File: src/logic/ssfo_pkg.sv
// Constants, register map and mode encodings of the servo status feedback output.
`default_nettype none
package ssfo_pkg;
  // Clock rate and the time units that the counters are derived from.
  localparam int CLK_HZ = 10_000_000;
  localparam int PWM_SLOW_HZ = 45;
  localparam int PWM_FAST_HZ = 482;
  localparam int MS_PER_S = 1000;
  // Width of the PWM period counter, wide enough for the slow period.
  localparam int CNT_W = 18;
  // Duty figures in percent of the period.
  localparam int DUTY_HALF_PCT = 50;
  localparam int DUTY_SPAN_PCT = 45;
  localparam int PCT_FULL = 100;
  // Torque input is signed with full peak torque at plus or minus two to the fifteenth.
  localparam int TRQ_SHIFT = 15;
  // Register byte offsets on the bus.
  localparam logic [7:0] OFS_CTRL = 8'h00;
  localparam logic [7:0] OFS_POS_WIN = 8'h04;
  localparam logic [7:0] OFS_VEL_PCT = 8'h08;
  localparam logic [7:0] OFS_SETTLE = 8'h0C;
  localparam logic [7:0] OFS_STATUS = 8'h10;
  // Field positions inside the control register.
  localparam int CTRL_MODE_LSB = 0;
  localparam int CTRL_FAST_BIT = 8;
  // Values after reset.
  localparam logic [3:0] MODE_RST = 4'h0;
  localparam logic FAST_RST = 1'b0;
  localparam logic [23:0] POS_WIN_RST = 24'h000010;
  localparam logic [6:0] VEL_PCT_RST = 7'h05;
  localparam logic [15:0] SETTLE_RST = 16'h000A;
  // Output mode selection held in the control register.
  typedef enum logic [3:0] {
    M_SERVO_ON, M_SET_POS, M_SET_POS_LAT, M_SET_POS_TRQ, M_SET_POS_LAT_TRQ,
    M_SET_VEL, M_SET_VEL_LAT, M_SET_VEL_TRQ, M_SET_VEL_LAT_TRQ,
    M_VEL_RANGE, M_SET_TRQ
  } ssfo_mode_e;
  // Operating mode of the motor as reported by the motion logic.
  typedef enum logic [1:0] {OP_POS, OP_VEL, OP_TRQ} ssfo_op_e;
endpackage
`default_nettype wire

File: src/logic/ssfo_status_feedback.sv
// Status feedback output generator with its Avalon-MM register slave.
`default_nettype none
module ssfo_status_feedback
  import ssfo_pkg::*;
#(
  parameter int PWM_SLOW_CYC = CLK_HZ / PWM_SLOW_HZ,
  parameter int PWM_FAST_CYC = CLK_HZ / PWM_FAST_HZ,
  parameter int MS_CYC = CLK_HZ / MS_PER_S
) (
  input wire logic clk,
  input wire logic sys_rst,
  input wire logic [7:0] avs_address,
  input wire logic avs_read,
  input wire logic avs_write,
  input wire logic [31:0] avs_writedata,
  input wire logic [3:0] avs_byteenable,
  output logic [31:0] avs_readdata,
  output logic avs_waitrequest,
  input wire logic motor_enable,
  input wire logic motor_shutdown,
  input wire logic [1:0] op_mode,
  input wire logic motion_cmd,
  input wire logic new_cmd,
  input wire logic signed [23:0] target_pos,
  input wire logic signed [23:0] actual_pos,
  input wire logic signed [15:0] target_vel,
  input wire logic signed [15:0] actual_vel,
  input wire logic vel_cmd_changing,
  input wire logic signed [15:0] shaft_torque,
  input wire logic torque_achieved,
  input wire logic bus_v_low,
  input wire logic speed_limited,
  output logic feedback_output
);

  // Half period and duty span for each PWM frequency.
  localparam logic [CNT_W-1:0] SLOW_PER = CNT_W'(PWM_SLOW_CYC);
  localparam logic [CNT_W-1:0] FAST_PER = CNT_W'(PWM_FAST_CYC);
  localparam logic [CNT_W-1:0] SLOW_HALF = CNT_W'(PWM_SLOW_CYC * DUTY_HALF_PCT / PCT_FULL);
  localparam logic [CNT_W-1:0] FAST_HALF = CNT_W'(PWM_FAST_CYC * DUTY_HALF_PCT / PCT_FULL);
  localparam logic [CNT_W-1:0] SLOW_SPAN = CNT_W'(PWM_SLOW_CYC * DUTY_SPAN_PCT / PCT_FULL);
  localparam logic [CNT_W-1:0] FAST_SPAN = CNT_W'(PWM_FAST_CYC * DUTY_SPAN_PCT / PCT_FULL);
  localparam logic [15:0] MS_LAST = 16'(MS_CYC - 1);

  logic [3:0] mode_code_reg; // Selected output mode code.
  logic fast_reg; // High selects the fast PWM frequency.
  logic [23:0] pos_win_reg; // Position window in counts.
  logic [6:0] vel_pct_reg; // Velocity window in percent.
  logic [15:0] settle_reg; // Settle time in milliseconds.
  logic wait_reg; // Drives waitrequest.
  logic [31:0] rdata_reg; // Drives readdata.
  logic [31:0] wmask; // Byte enables spread to bits.
  logic [31:0] rd_next; // Read multiplexer.
  logic bus_req; // A read or write is pending.
  logic bus_wr; // A write takes effect this edge.
  ssfo_mode_e mode; // Typed view of the mode code.

  assign mode = ssfo_mode_e'(mode_code_reg);
  assign bus_req = avs_read | avs_write;
  assign bus_wr = avs_write & ~wait_reg;
  assign wmask = {{8{avs_byteenable[3]}}, {8{avs_byteenable[2]}},
                  {8{avs_byteenable[1]}}, {8{avs_byteenable[0]}}};

  // Waitrequest is high at rest and drops for one cycle after a request is seen.
  always_ff @(posedge clk) begin
    if (sys_rst) begin
      wait_reg <= 1'b1;
    end else begin
      wait_reg <= ~(bus_req & wait_reg);
    end
  end

  // Configuration writes; byte lanes outside a narrow register are ignored.
  always_ff @(posedge clk) begin
    if (sys_rst) begin
      mode_code_reg <= MODE_RST;
      fast_reg <= FAST_RST;
      pos_win_reg <= POS_WIN_RST;
      vel_pct_reg <= VEL_PCT_RST;
      settle_reg <= SETTLE_RST;
    end else if (bus_wr) begin
      unique case (avs_address)
        OFS_CTRL: begin
          if (avs_byteenable[0]) begin
            mode_code_reg <= avs_writedata[CTRL_MODE_LSB +: 4];
          end
          if (avs_byteenable[1]) begin
            fast_reg <= avs_writedata[CTRL_FAST_BIT];
          end
        end
        OFS_POS_WIN: begin
          pos_win_reg <= (pos_win_reg & ~wmask[23:0]) | (avs_writedata[23:0] & wmask[23:0]);
        end
        OFS_VEL_PCT: begin
          vel_pct_reg <= (vel_pct_reg & ~wmask[6:0]) | (avs_writedata[6:0] & wmask[6:0]);
        end
        OFS_SETTLE: begin
          settle_reg <= (settle_reg & ~wmask[15:0]) | (avs_writedata[15:0] & wmask[15:0]);
        end
        default: begin
          // Status and unmapped offsets ignore writes.
        end
      endcase
    end
  end

  // Settling and output state, declared here for the status read.
  logic settled; // Target settled for the settle time.
  logic latch_reg; // Latched variants hold the output.
  logic mode_legal; // Mode allowed in the present operation.

  // Read data is chosen at the edge that lowers waitrequest.
  always_comb begin
    unique case (avs_address)
      OFS_CTRL: rd_next = {23'h000000, fast_reg, 4'h0, mode_code_reg};
      OFS_POS_WIN: rd_next = {8'h00, pos_win_reg};
      OFS_VEL_PCT: rd_next = {25'h0000000, vel_pct_reg};
      OFS_SETTLE: rd_next = {16'h0000, settle_reg};
      OFS_STATUS: rd_next = {28'h0000000, mode_legal, latch_reg, settled, feedback_output};
      default: rd_next = 32'h00000000;
    endcase
  end

  // Capture read data so it stands while waitrequest is low.
  always_ff @(posedge clk) begin
    if (sys_rst) begin
      rdata_reg <= 32'h00000000;
    end else if (bus_req & wait_reg) begin
      rdata_reg <= rd_next;
    end
  end

  assign avs_readdata = rdata_reg;
  assign avs_waitrequest = wait_reg;

  // Window comparisons for position counts and velocity percent.
  logic signed [24:0] pos_diff; // Position error.
  logic [24:0] pos_abs; // Magnitude of position error.
  logic signed [16:0] vel_diff; // Velocity error.
  logic [16:0] vel_abs; // Magnitude of velocity error.
  logic [16:0] tgt_abs; // Magnitude of target velocity.
  logic pos_in_win; // Position within plus or minus counts.
  logic vel_in_win; // Velocity within plus or minus percent.
  logic base_ok; // Enabled and not shut down.
  logic is_vel; // Selected mode belongs to the velocity family.

  assign pos_diff = 25'(actual_pos) - 25'(target_pos);
  assign pos_abs = pos_diff[24] ? 25'(-pos_diff) : 25'(pos_diff);
  assign pos_in_win = pos_abs <= {1'b0, pos_win_reg};
  assign vel_diff = 17'(actual_vel) - 17'(target_vel);
  assign vel_abs = vel_diff[16] ? 17'(-vel_diff) : 17'(vel_diff);
  assign tgt_abs = target_vel[15] ? 17'(-17'(target_vel)) : 17'(target_vel);
  assign vel_in_win = (24'(vel_abs) * 24'(PCT_FULL)) <= (24'(vel_pct_reg) * 24'(tgt_abs));
  assign base_ok = motor_enable & ~motor_shutdown;
  assign is_vel = mode inside {M_SET_VEL, M_SET_VEL_LAT, M_SET_VEL_TRQ, M_SET_VEL_LAT_TRQ};

  // Restart conditions for the settle timer.
  logic signed [23:0] pos_tgt_prev; // Target position one cycle ago.
  logic signed [15:0] vel_tgt_prev; // Target velocity one cycle ago.
  logic in_win; // Window of the selected family.
  logic moving; // Motion or velocity ramp commanded.
  logic restart; // Settle timer starts over.
  logic [15:0] ms_div_reg; // Cycles within the current millisecond.
  logic [15:0] settle_cnt_reg; // Whole milliseconds spent settled.

  assign in_win = is_vel ? vel_in_win : pos_in_win;
  assign moving = is_vel ? vel_cmd_changing : motion_cmd;
  assign restart = ~in_win | moving | ~base_ok | (target_pos != pos_tgt_prev)
                 | (target_vel != vel_tgt_prev);
  assign settled = ~restart & (settle_cnt_reg >= settle_reg);

  // Remember the targets to see when they change.
  always_ff @(posedge clk) begin
    if (sys_rst) begin
      pos_tgt_prev <= 24'sh000000;
      vel_tgt_prev <= 16'sh0000;
    end else begin
      pos_tgt_prev <= target_pos;
      vel_tgt_prev <= target_vel;
    end
  end

  // The millisecond divider restarts with the timer, so a settle time is never short.
  always_ff @(posedge clk) begin
    if (sys_rst || restart) begin
      ms_div_reg <= 16'h0000;
      settle_cnt_reg <= 16'h0000;
    end else if (ms_div_reg == MS_LAST) begin
      ms_div_reg <= 16'h0000;
      if (settle_cnt_reg != 16'hFFFF) begin
        settle_cnt_reg <= settle_cnt_reg + 16'h0001;
      end
    end else begin
      ms_div_reg <= ms_div_reg + 16'h0001;
    end
  end

  // Quiet cycles since the last restart, counted apart from the timer so its check is independent.
  logic [31:0] quiet_cnt_reg; // Saturating count of cycles with no restart.
  always_ff @(posedge clk) begin
    if (sys_rst || restart) begin
      quiet_cnt_reg <= 32'h00000000;
    end else if (quiet_cnt_reg != 32'hFFFFFFFF) begin
      quiet_cnt_reg <= quiet_cnt_reg + 32'h00000001;
    end
  end

  // Latch for the latched variants; cleared by disable, shutdown or a new command.
  always_ff @(posedge clk) begin
    if (sys_rst) begin
      latch_reg <= 1'b0;
    end else if (~base_ok | new_cmd | ~(mode inside {M_SET_POS_LAT, M_SET_POS_LAT_TRQ,
                 M_SET_VEL_LAT, M_SET_VEL_LAT_TRQ})) begin
      latch_reg <= 1'b0;
    end else if (settled) begin
      latch_reg <= 1'b1;
    end
  end

  // PWM period counter; period and duty are loaded only at the wrap.
  logic [CNT_W-1:0] pwm_cnt_reg; // Position in the period.
  logic [CNT_W-1:0] period_reg; // Period in force.
  logic [CNT_W-1:0] duty_reg; // High time in force.
  logic [CNT_W-1:0] half_sel; // Half period of the selected rate.
  logic [CNT_W-1:0] span_sel; // 45 percent span of the selected rate.
  logic signed [15:0] trq_c; // Torque clamped to symmetric range.
  logic signed [39:0] trq_prod; // Span scaled by torque.
  logic [CNT_W-1:0] duty_next; // Duty for the next period.
  logic pwm_wrap; // Last cycle of the period.
  logic pwm_level; // PWM waveform level.

  assign half_sel = fast_reg ? FAST_HALF : SLOW_HALF;
  assign span_sel = fast_reg ? FAST_SPAN : SLOW_SPAN;
  assign trq_c = (shaft_torque == 16'sh8000) ? 16'sh8001 : shaft_torque;
  assign trq_prod = $signed({22'h000000, span_sel}) * 40'(trq_c);
  // Negative torque is clockwise and shortens the pulse toward 5 percent.
  assign duty_next = half_sel + CNT_W'(trq_prod >>> TRQ_SHIFT);
  assign pwm_wrap = pwm_cnt_reg >= period_reg - CNT_W'(1);
  assign pwm_level = pwm_cnt_reg < duty_reg;

  // Free-running period counter, so a fresh motion can start part way through a pulse.
  always_ff @(posedge clk) begin
    if (sys_rst) begin
      pwm_cnt_reg <= '0;
      period_reg <= SLOW_PER;
      duty_reg <= SLOW_HALF;
    end else if (pwm_wrap) begin
      pwm_cnt_reg <= '0;
      period_reg <= fast_reg ? FAST_PER : SLOW_PER;
      duty_reg <= duty_next;
    end else begin
      pwm_cnt_reg <= pwm_cnt_reg + CNT_W'(1);
    end
  end

  // Mode availability against the operating mode.
  always_comb begin
    unique case (mode)
      M_SERVO_ON: mode_legal = 1'b1;
      M_SET_POS, M_SET_POS_LAT, M_SET_POS_TRQ, M_SET_POS_LAT_TRQ: begin
        mode_legal = op_mode == OP_POS;
      end
      M_SET_VEL, M_SET_VEL_LAT, M_SET_VEL_TRQ, M_SET_VEL_LAT_TRQ, M_VEL_RANGE: begin
        mode_legal = op_mode == OP_VEL;
      end
      M_SET_TRQ: mode_legal = op_mode == OP_TRQ;
      default: mode_legal = 1'b0;
    endcase
  end

  // Level that the selected mode asks for, before the enable gate.
  logic mode_level; // Per-mode output level.
  always_comb begin
    unique case (mode)
      M_SERVO_ON: mode_level = 1'b1;
      M_SET_POS: mode_level = settled;
      M_SET_VEL: mode_level = settled;
      M_SET_POS_LAT, M_SET_VEL_LAT: mode_level = settled | latch_reg;
      M_SET_POS_TRQ: mode_level = motion_cmd ? pwm_level : settled;
      M_SET_VEL_TRQ: mode_level = vel_cmd_changing ? pwm_level : settled;
      M_SET_POS_LAT_TRQ: begin
        mode_level = latch_reg | (motion_cmd ? pwm_level : settled);
      end
      M_SET_VEL_LAT_TRQ: begin
        mode_level = latch_reg | (vel_cmd_changing ? pwm_level : settled);
      end
      M_VEL_RANGE: mode_level = vel_in_win;
      M_SET_TRQ: begin
        mode_level = torque_achieved & ~bus_v_low & ~speed_limited;
      end
      default: mode_level = 1'b0;
    endcase
  end

  // Registered output, forced off when disabled, shut down or mode unavailable.
  always_ff @(posedge clk) begin
    if (sys_rst) begin
      feedback_output <= 1'b0;
    end else begin
      feedback_output <= base_ok & mode_legal & mode_level;
    end
  end

  a_gate_enable: assert property (@(posedge clk) disable iff (sys_rst)
    !base_ok |=> !feedback_output) else $error("output high while disabled");
  a_servo_on: assert property (@(posedge clk) disable iff (sys_rst)
    (mode == M_SERVO_ON) && base_ok |=> feedback_output) else $error("servo on low");
  a_range_drop: assert property (@(posedge clk) disable iff (sys_rst)
    (mode == M_SET_POS) && (!pos_in_win || motion_cmd) |=> !feedback_output)
    else $error("position output high out of window");
  a_latch_hold: assert property (@(posedge clk) disable iff (sys_rst)
    (mode == M_SET_POS_LAT) && latch_reg && base_ok && !new_cmd && (op_mode == OP_POS)
    |=> feedback_output) else $error("latched output dropped");
  a_settle_time: assert property (@(posedge clk) disable iff (sys_rst)
    $rose(settled) && (settle_reg == 16'h0002) |-> !$past(restart, 2) && !$past(restart))
    else $error("settled too early");
  a_restart_clr: assert property (@(posedge clk) disable iff (sys_rst)
    restart |=> (settle_cnt_reg == 16'h0000) && (ms_div_reg == 16'h0000))
    else $error("settle timer not restarted");
  a_pwm_wrap: assert property (@(posedge clk) disable iff (sys_rst)
    !pwm_wrap |=> $stable(duty_reg) && $stable(period_reg)) else $error("duty changed mid period");
  a_zero_trq: assert property (@(posedge clk) disable iff (sys_rst)
    pwm_wrap && (shaft_torque == 16'sh0000) |=> duty_reg == $past(half_sel))
    else $error("zero torque duty");
  a_pwm_motion: assert property (@(posedge clk) disable iff (sys_rst)
    (mode == M_SET_POS_TRQ) && base_ok && mode_legal && motion_cmd |=> feedback_output ==
    $past(pwm_level)) else $error("no torque pwm in motion");
  a_vel_opmode: assert property (@(posedge clk) disable iff (sys_rst)
    is_vel && (op_mode != OP_VEL) |=> !feedback_output) else $error("velocity mode outside op");
  a_trq_limit: assert property (@(posedge clk) disable iff (sys_rst)
    (mode == M_SET_TRQ) && (bus_v_low || speed_limited || op_mode != OP_TRQ) |=> !feedback_output)
    else $error("torque output high while limited");
  a_wait_pulse: assert property (@(posedge clk) disable iff (sys_rst)
    bus_req && avs_waitrequest |=> !avs_waitrequest ##1 avs_waitrequest)
    else $error("waitrequest answer wrong");
  a_settle_count: assert property (@(posedge clk) disable iff (sys_rst)
    settled |-> quiet_cnt_reg >= 32'(settle_reg) * 32'(MS_CYC))
    else $error("settle time cut short");
  a_latch_clear: assert property (@(posedge clk) disable iff (sys_rst)
    new_cmd |=> !latch_reg) else $error("latch kept after new command");
  a_vel_drop: assert property (@(posedge clk) disable iff (sys_rst)
    (mode == M_SET_VEL) && (vel_cmd_changing || !vel_in_win) |=> !feedback_output)
    else $error("velocity output high while ramping");
  a_range_level: assert property (@(posedge clk) disable iff (sys_rst)
    (mode == M_VEL_RANGE) && base_ok && (op_mode == OP_VEL)
    |=> feedback_output == $past(vel_in_win)) else $error("in range output wrong");
  a_trq_level: assert property (@(posedge clk) disable iff (sys_rst)
    (mode == M_SET_TRQ) && base_ok && (op_mode == OP_TRQ) && torque_achieved && !bus_v_low
    && !speed_limited |=> feedback_output) else $error("torque output low while produced");

endmodule // ssfo_status_feedback
`default_nettype wire
File: config.mk
export PLATFORM = sky130hd
export DESIGN_NAME = ssfo_status_feedback
export DESIGN_NICKNAME = d
export VERILOG_FILES = /design/src/logic/ssfo_pkg.sv /design/src/logic/ssfo_status_feedback.sv
export SDC_FILE = /design/constraint.sdc
export NUM_CORES = 1
export LEC_CHECK = 0
export ABC_AREA = 1
export BUFFER_PORTS_ARGS = -buffer_cell sky130_fd_sc_hd__buf_2
export CAP_MARGIN = 20
export CORE_MARGIN = 10
export CORE_UTILIZATION = 55
export CTS_CLUSTER_SIZE = 40
export DETAILED_ROUTE_END_ITERATION = 10
export PLACE_DENSITY = 0.74
export SLEW_MARGIN = 20
export SYNTH_ARGS = -nofsm -noshare
export SYNTH_HDL_FRONTEND = slang
export SYNTH_SLANG_ARGS = --single-unit
File: constraint.sdc
create_clock -name clk -period 12.29 [get_ports clk]
set_input_delay 2.458 -clock clk [delete_from_list [all_inputs] [get_ports clk]]
set_output_delay 2.458 -clock clk [all_outputs]
set_load 0.05 [all_outputs]
== After elaboration in Yosys (flattened, before gate mapping) ==
Index checks and enable logic that the tools add are counted.

* Register bits after elaboration: 213
* Input bits: 154
* Output and inout port bits: 34
* Word-level logic and storage cells: 127

* Add/sub/neg operators: 10
* $mul: 3
* $lt $le $gt $ge: 5
* Eq/ne operators: 21
* Mux-type cells: 14
* Bitwise operators: 39
* Reductions and logical operators: 19

{| class="wikitable"
|+ Operators with widths
! kind !! number
|-
| $pmux 24 s5 || 1
|-
| $mux 17 || 4
|-
| $and 24x24->24 || 2
|-
| $mul 18x16->33 || 1
|-
| $add 16x1->16 const B || 2
|-
| $and 16x16->16 || 2
|-
| $le 25x24->1 || 1
|-
| $mux 25 || 1
|-
| $neg 25->25 || 1
|-
| $sub 24x24->25 || 1
|-
| $le 24x24->1 || 1
|-
| $mul 7x17->24 || 1
|-
| $ne 24x24->1 || 1
|-
| $not 24->24 || 1
|-
| $or 24x24->24 || 1
|-
| $mul 17x5->22 const B || 1
|-
| $add 17x18->18 || 1
|-
| $add 18x1->18 const B || 1
|-
| $ge 18x18->1 || 1
|-
| $lt 18x18->1 || 1
|-
| $mux 18 || 1
|-
| $sub 18x1->18 const B || 1
|-
| $neg 16->17 || 1
|-
| $neg 17->17 || 1
|-
| other kinds (37) || 81
|}

== Depth between registers and ports, before layout ==
* Word-level depth: 17
* Mapped depth: 55
* Depth with buffers taken out: 54

== Least setup slack after synthesis ==
Ideal clock, no wire load.

* Path kind: input -> register
* Start: input shaft_torque[8]
* End: register duty_reg[17]
* Library setup time: 0.114 ns
* Data arrival time: 9.570 ns
* Data required time: 12.176 ns
* Slack: 2.606 ns
* Cell stages on the path: 41
* Path buffers: 0
* Path through: inv_1 ha_1 nand4_1 nor2_1 nand2_1 inv_1 nor2_1 inv_1 nor2_1 inv_1 fa_1 inv_1 fa_1 inv_1 fa_1 fa_1 inv_1 fa_1 [... 5 more ...] nand2_1 a21oi_1 o21ai_0 nand3_1 nand2_1 nand4_1 o211ai_1 xor2_1 ha_1 nand2_1 inv_1 nand3_1 nor2_1 nand3_1 nand3_1 nand2_1 nand3_1 nand2_1

* Cells in the longest elaborated chain, start to end: 4

{| class="wikitable"
|+ Ends and longest elaborated chain
! element !! RTL line !! RTL
|-
| start: declaration || ssfo_status_feedback.sv:29 || <nowiki>input wire logic signed [15:0] shaft_torque,</nowiki>
|-
| $eq 16x16->1 || ssfo_status_feedback.sv:234 || <nowiki>assign trq_c = (shaft_torque == 16'sh8000) ? 16'sh8001 : shaft_torque;</nowiki>
|-
| $mux 16 (*) || ssfo_status_feedback.sv:234 ||
|-
| $mul 18x16->33 (*) || ssfo_status_feedback.sv:235 || <nowiki>assign trq_prod = $signed({22'h000000, span_sel}) * 40'(trq_c);</nowiki>
|-
| $add 17x18->18 (*) || ssfo_status_feedback.sv:237 || <nowiki>assign duty_next = half_sel + CNT_W'(trq_prod >>> TRQ_SHIFT);</nowiki>
|-
| end signal: assignment || ssfo_status_feedback.sv:250 || <nowiki>duty_reg <= duty_next;</nowiki>
|-
| end: declaration || ssfo_status_feedback.sv:223 || <nowiki>logic [CNT_W-1:0] duty_reg;</nowiki>
|}

Mark *: on every way between the ends. The rest lies on a longest branch, timed or not.
A chain may end at the register's enable or synchronous reset.

== Worst setup path after layout ==
* Start: input target_vel[1]
* End: register settle_cnt_reg[12]

* Cells in the longest elaborated chain, start to end: 12
* Elaborated cells on any way between the ends: 16

{| class="wikitable"
|+ Ends and longest elaborated chain
! element !! RTL line !! RTL
|-
| start: declaration || ssfo_status_feedback.sv:26 || <nowiki>input wire logic signed [15:0] target_vel,</nowiki>
|-
| $sub 16x16->17 || ssfo_status_feedback.sv:150 || <nowiki>assign vel_diff = 17'(actual_vel) - 17'(target_vel);</nowiki>
|-
| $neg 17->17 || ssfo_status_feedback.sv:151 || <nowiki>assign vel_abs = vel_diff[16] ? 17'(-vel_diff) : 17'(vel_diff);</nowiki>
|-
| $mux 17 || ssfo_status_feedback.sv:151 ||
|-
| $mul 17x5->22 || ssfo_status_feedback.sv:153 || <nowiki>assign vel_in_win = (24'(vel_abs) * 24'(PCT_FULL)) <= (24'(vel_pct_reg) * 24'(tgt_abs));</nowiki>
|-
| $le 24x24->1 || ssfo_status_feedback.sv:153 ||
|-
| $mux 1 || ssfo_status_feedback.sv:166 || <nowiki>assign in_win = is_vel ? vel_in_win : pos_in_win;</nowiki>
|-
| $not 1->1 || ssfo_status_feedback.sv:168 || <nowiki>assign restart = ~in_win | moving | ~base_ok | (target_pos != pos_tgt_prev)</nowiki>
|-
| $or 1x1->1 (3 in series) || ssfo_status_feedback.sv:168 ||
|-
| $or 1x1->1 (*) || ssfo_status_feedback.sv:169 || <nowiki>| (target_vel != vel_tgt_prev);</nowiki>
|-
| $logic_or 1x1->1 (*) || n/a ||
|-
| end signal: assignment || ssfo_status_feedback.sv:191 || <nowiki>settle_cnt_reg <= settle_cnt_reg + 16'h0001;</nowiki>
|-
| end: declaration || ssfo_status_feedback.sv:164 || <nowiki>logic [15:0] settle_cnt_reg;</nowiki>
|}

Marks and branches as above.

==> metrics.csv <==
stage,metric,value,unit
route,vias_per_cell,5.37,
setup_path,cp_max_fo,16,
synthesis,yosysSeqAreaShare,0.146,
setup_path,crit_top_cell,inv_1,
placement,dpl.hpwl,58200,um
clock_network,cts_setup_buffers,0,
sta,drv_slew,0,
grt,grt_pass1_vias,22700,
final_layout,fill_cells,4411,
synthesis,syn_avg_cell_area,7.42,sq um
floorplanning,start_util,0.557,
sta,fin_tns_setup,0,ps
final_layout,layout_common_cells,"inv_1 (714), nand2_1 (556), ha_1 (398)",
synthesis,yosys_warnings,0,
synthesis,synth_area,0.0260,sq mm
setup_path,cp.arrival,10690,ps
setup_path,cp_slowest_cell,nor4_1,
route,wl_per_cell,16.0,um
setup_path,required,12650,ps
sta,finalCritPeriodShare,0.840,
grt,grt_pass1_wl,113000,um
status,status,finished clean,
placement,postPlaceCellArea,0.0274,sq mm
sta,finClkSkew,14.0,ps
synthesis,synthTopCellsByArea,"ha_1 (19%), fa_1 (18%), dfxtp_1 (15%)",
grt,top_usage_layer,met2,
sta,fmax,96.8,MHz
final_layout,drive_above_1_share,0.0776,
synthesis,synth.distinct_cells,72,
floorplanning,die_w,237,um
grt,grt.total_usage,0.244,
grt,gr-usage-met1,0.323,
sta,finalHoldViolations,0,
flow_run,cap_violations,0,
setup_path,crit_type,in -> reg,
final_layout,finalInstanceArea,0.0280,sq mm
worst_hold_path,hold_path.class,reg -> reg,
clock_network,ctsResizeCount,0,
sta,period_needed,10330,ps
grt,antenna_found_initial,6,
route,num_vias,22900,
clock_network,ctsHoldBuffers,0,
route,drt_iter0_drc,1790,
clock_network,clkLatencyLatePin,450,ps
sta,setup_slack,1960,ps
setup_path,worstSetupEndpointType,register,
floorplanning,dieArea,0.0563,sq mm
route,antenna_left,0,
clock_network,numCtsBuffers,17,
synthesis,async_flop_share,0,
placement,port_buffers,170,
floorplanning,fp-row-count,79,
clock_network,path_clk_slew,70,ps
final_layout,multi_input_area,0.0192,sq mm
final_layout,areaGrowthSynthToFinish,7.94,%
synthesis,synth_ff_type,dfxtp_1,
final_layout,nNetsFinal,4429,
route,drc,0,
placement,place_congestion,0.926,
sta,relSlewSlack,0.335,
clock_network,cts_sinks,189,
clock_network,clockBufferDepth,2,
synthesis,synth-edff-count,0,
floorplanning,die_h,237,um
power,vdd_drop_max,248,uV
grt,grt_max_degree,65,
clock_network,htreeDepth,4,
floorplanning,boundaryPins,188,
grt,use_met2,0.401,
synthesis,synth_cells,3498,
final_layout,seq_area,0.00378,sq mm
sta,setup_violations,0,
clock_network,cts_root_buffer,clkbuf_16,
placement,pre_cts_slack,1540,ps
grt,met3_usage,0.0445,
route,dr.pass1.iters,6,
floorplanning,core-area,0.0467,sq mm
setup_path,slowest_delay,600,ps
clock_network,cts_tree,done,
final_layout,final_util,0.601,
synthesis,synth_top_area_frac,0.192,
route,routed_wirelength,68300,um
synthesis,synth_largest_area_cell,ha_1,
power,p_leak,14.4,nW
grt,overflow,0,
final_layout,layout_commonest_cell,inv_1,
power,p_total,6.18,mW
sta,tightest_slew,989,ps
setup_path,start_kind,input port,
power,powerDensity,220,mW/mm^2
sta,rsz0062_at_grt,no,
synthesis,synth-seq-cells,189,
-- metal layers --
| metal | vias up | routed length [um] |
|---|---|---|
| met4 | 6 | 1540 |
| met2 | 653 | 31300 |
| met1 | 10700 | 30400 |
| met3 | 87 | 5010 |
| li1 | 11500 | - |
| met5 | - | 41 |
-- through the flow --
stage,instances,hold slack (ps)
after floorplan,3519,417
after global placement,4237,430
after detailed placement,4237,435
after CTS,4269,450
after global routing,4271,461
final,4272,447
-- area by class of cell --
type / count / area share
antenna: 3 / 0.000268
clock buffer: 20 / 0.0163
clock inverter: 12 / 0.00522
inverter: 732 / 0.0980
multi-input combinational: 2532 / 0.686
sequential: 189 / 0.135
tap: 607 / 0.0271
timing repair buffer: 177 / 0.0322
-- worst paths after layout --
path | startpoint | end | slack (ps) | cells past startpoint
worst max-delay path | target_vel[1] | settle_cnt_reg[12] | 1960 | 36
worst min-delay path | ms_div_reg[0] | ms_div_reg[0] | 450 | 1
worst max register to register | register | settle_cnt_reg[12] | 4300 | 32
worst min register to register | ms_div_reg[0] | ms_div_reg[0] | 450 | 1
-- power by group --
group	internal [mW]	switching (mW)
Sequential	0.623	0.00571
Combinational	1.88	3.10
Clock	0.300	0.273
Total	2.80	3.38
-- kinds of logic (layout without fill, tap and decap cells) --
family,count (synthesis),after routing,synth area share
buffers and inverters,798,941,0.117
adder cells (fa/ha/maj),626,626,0.368
other,2,26,0.000289
XOR/XNOR,148,148,0.0519
flip-flops,189,189,0.146
AND/OR/NAND/NOR,1200,1200,0.202
AO/OA/AOI/OAI,535,535,0.115
-- critical path: cells and delay by family --
kind                       cells  cell delay, ps
xor gates and xnor gates       2             550
and+or+nand+nor                8            1890
AOI/OAI and AO/OA             12            1870
adders and majority gates      7            2890
buffers and inverters          7             980
-- synth_stat cells (13+ instances only) --
| cell type | instances |
|---|---|
| nand2_1 | 556 |
| dfxtp_1 | 189 |
| inv_1 | 715 |
| o21ai_0 | 156 |
| nor2_1 | 346 |
| nand4_1 | 50 |
| a31oi_1 | 15 |
| a21oi_1 | 249 |
| clkbuf_1 | 44 |
| fa_1 | 228 |
| nand3_1 | 91 |
| xnor2_1 | 49 |
| nor4_1 | 26 |
| o211ai_1 | 13 |
| o22ai_1 | 22 |
| xor2_1 | 92 |
| ha_1 | 398 |
| nand2_2 | 15 |
| nor3_1 | 45 |
No activity file was read; power rests on OpenSTA's default activity.
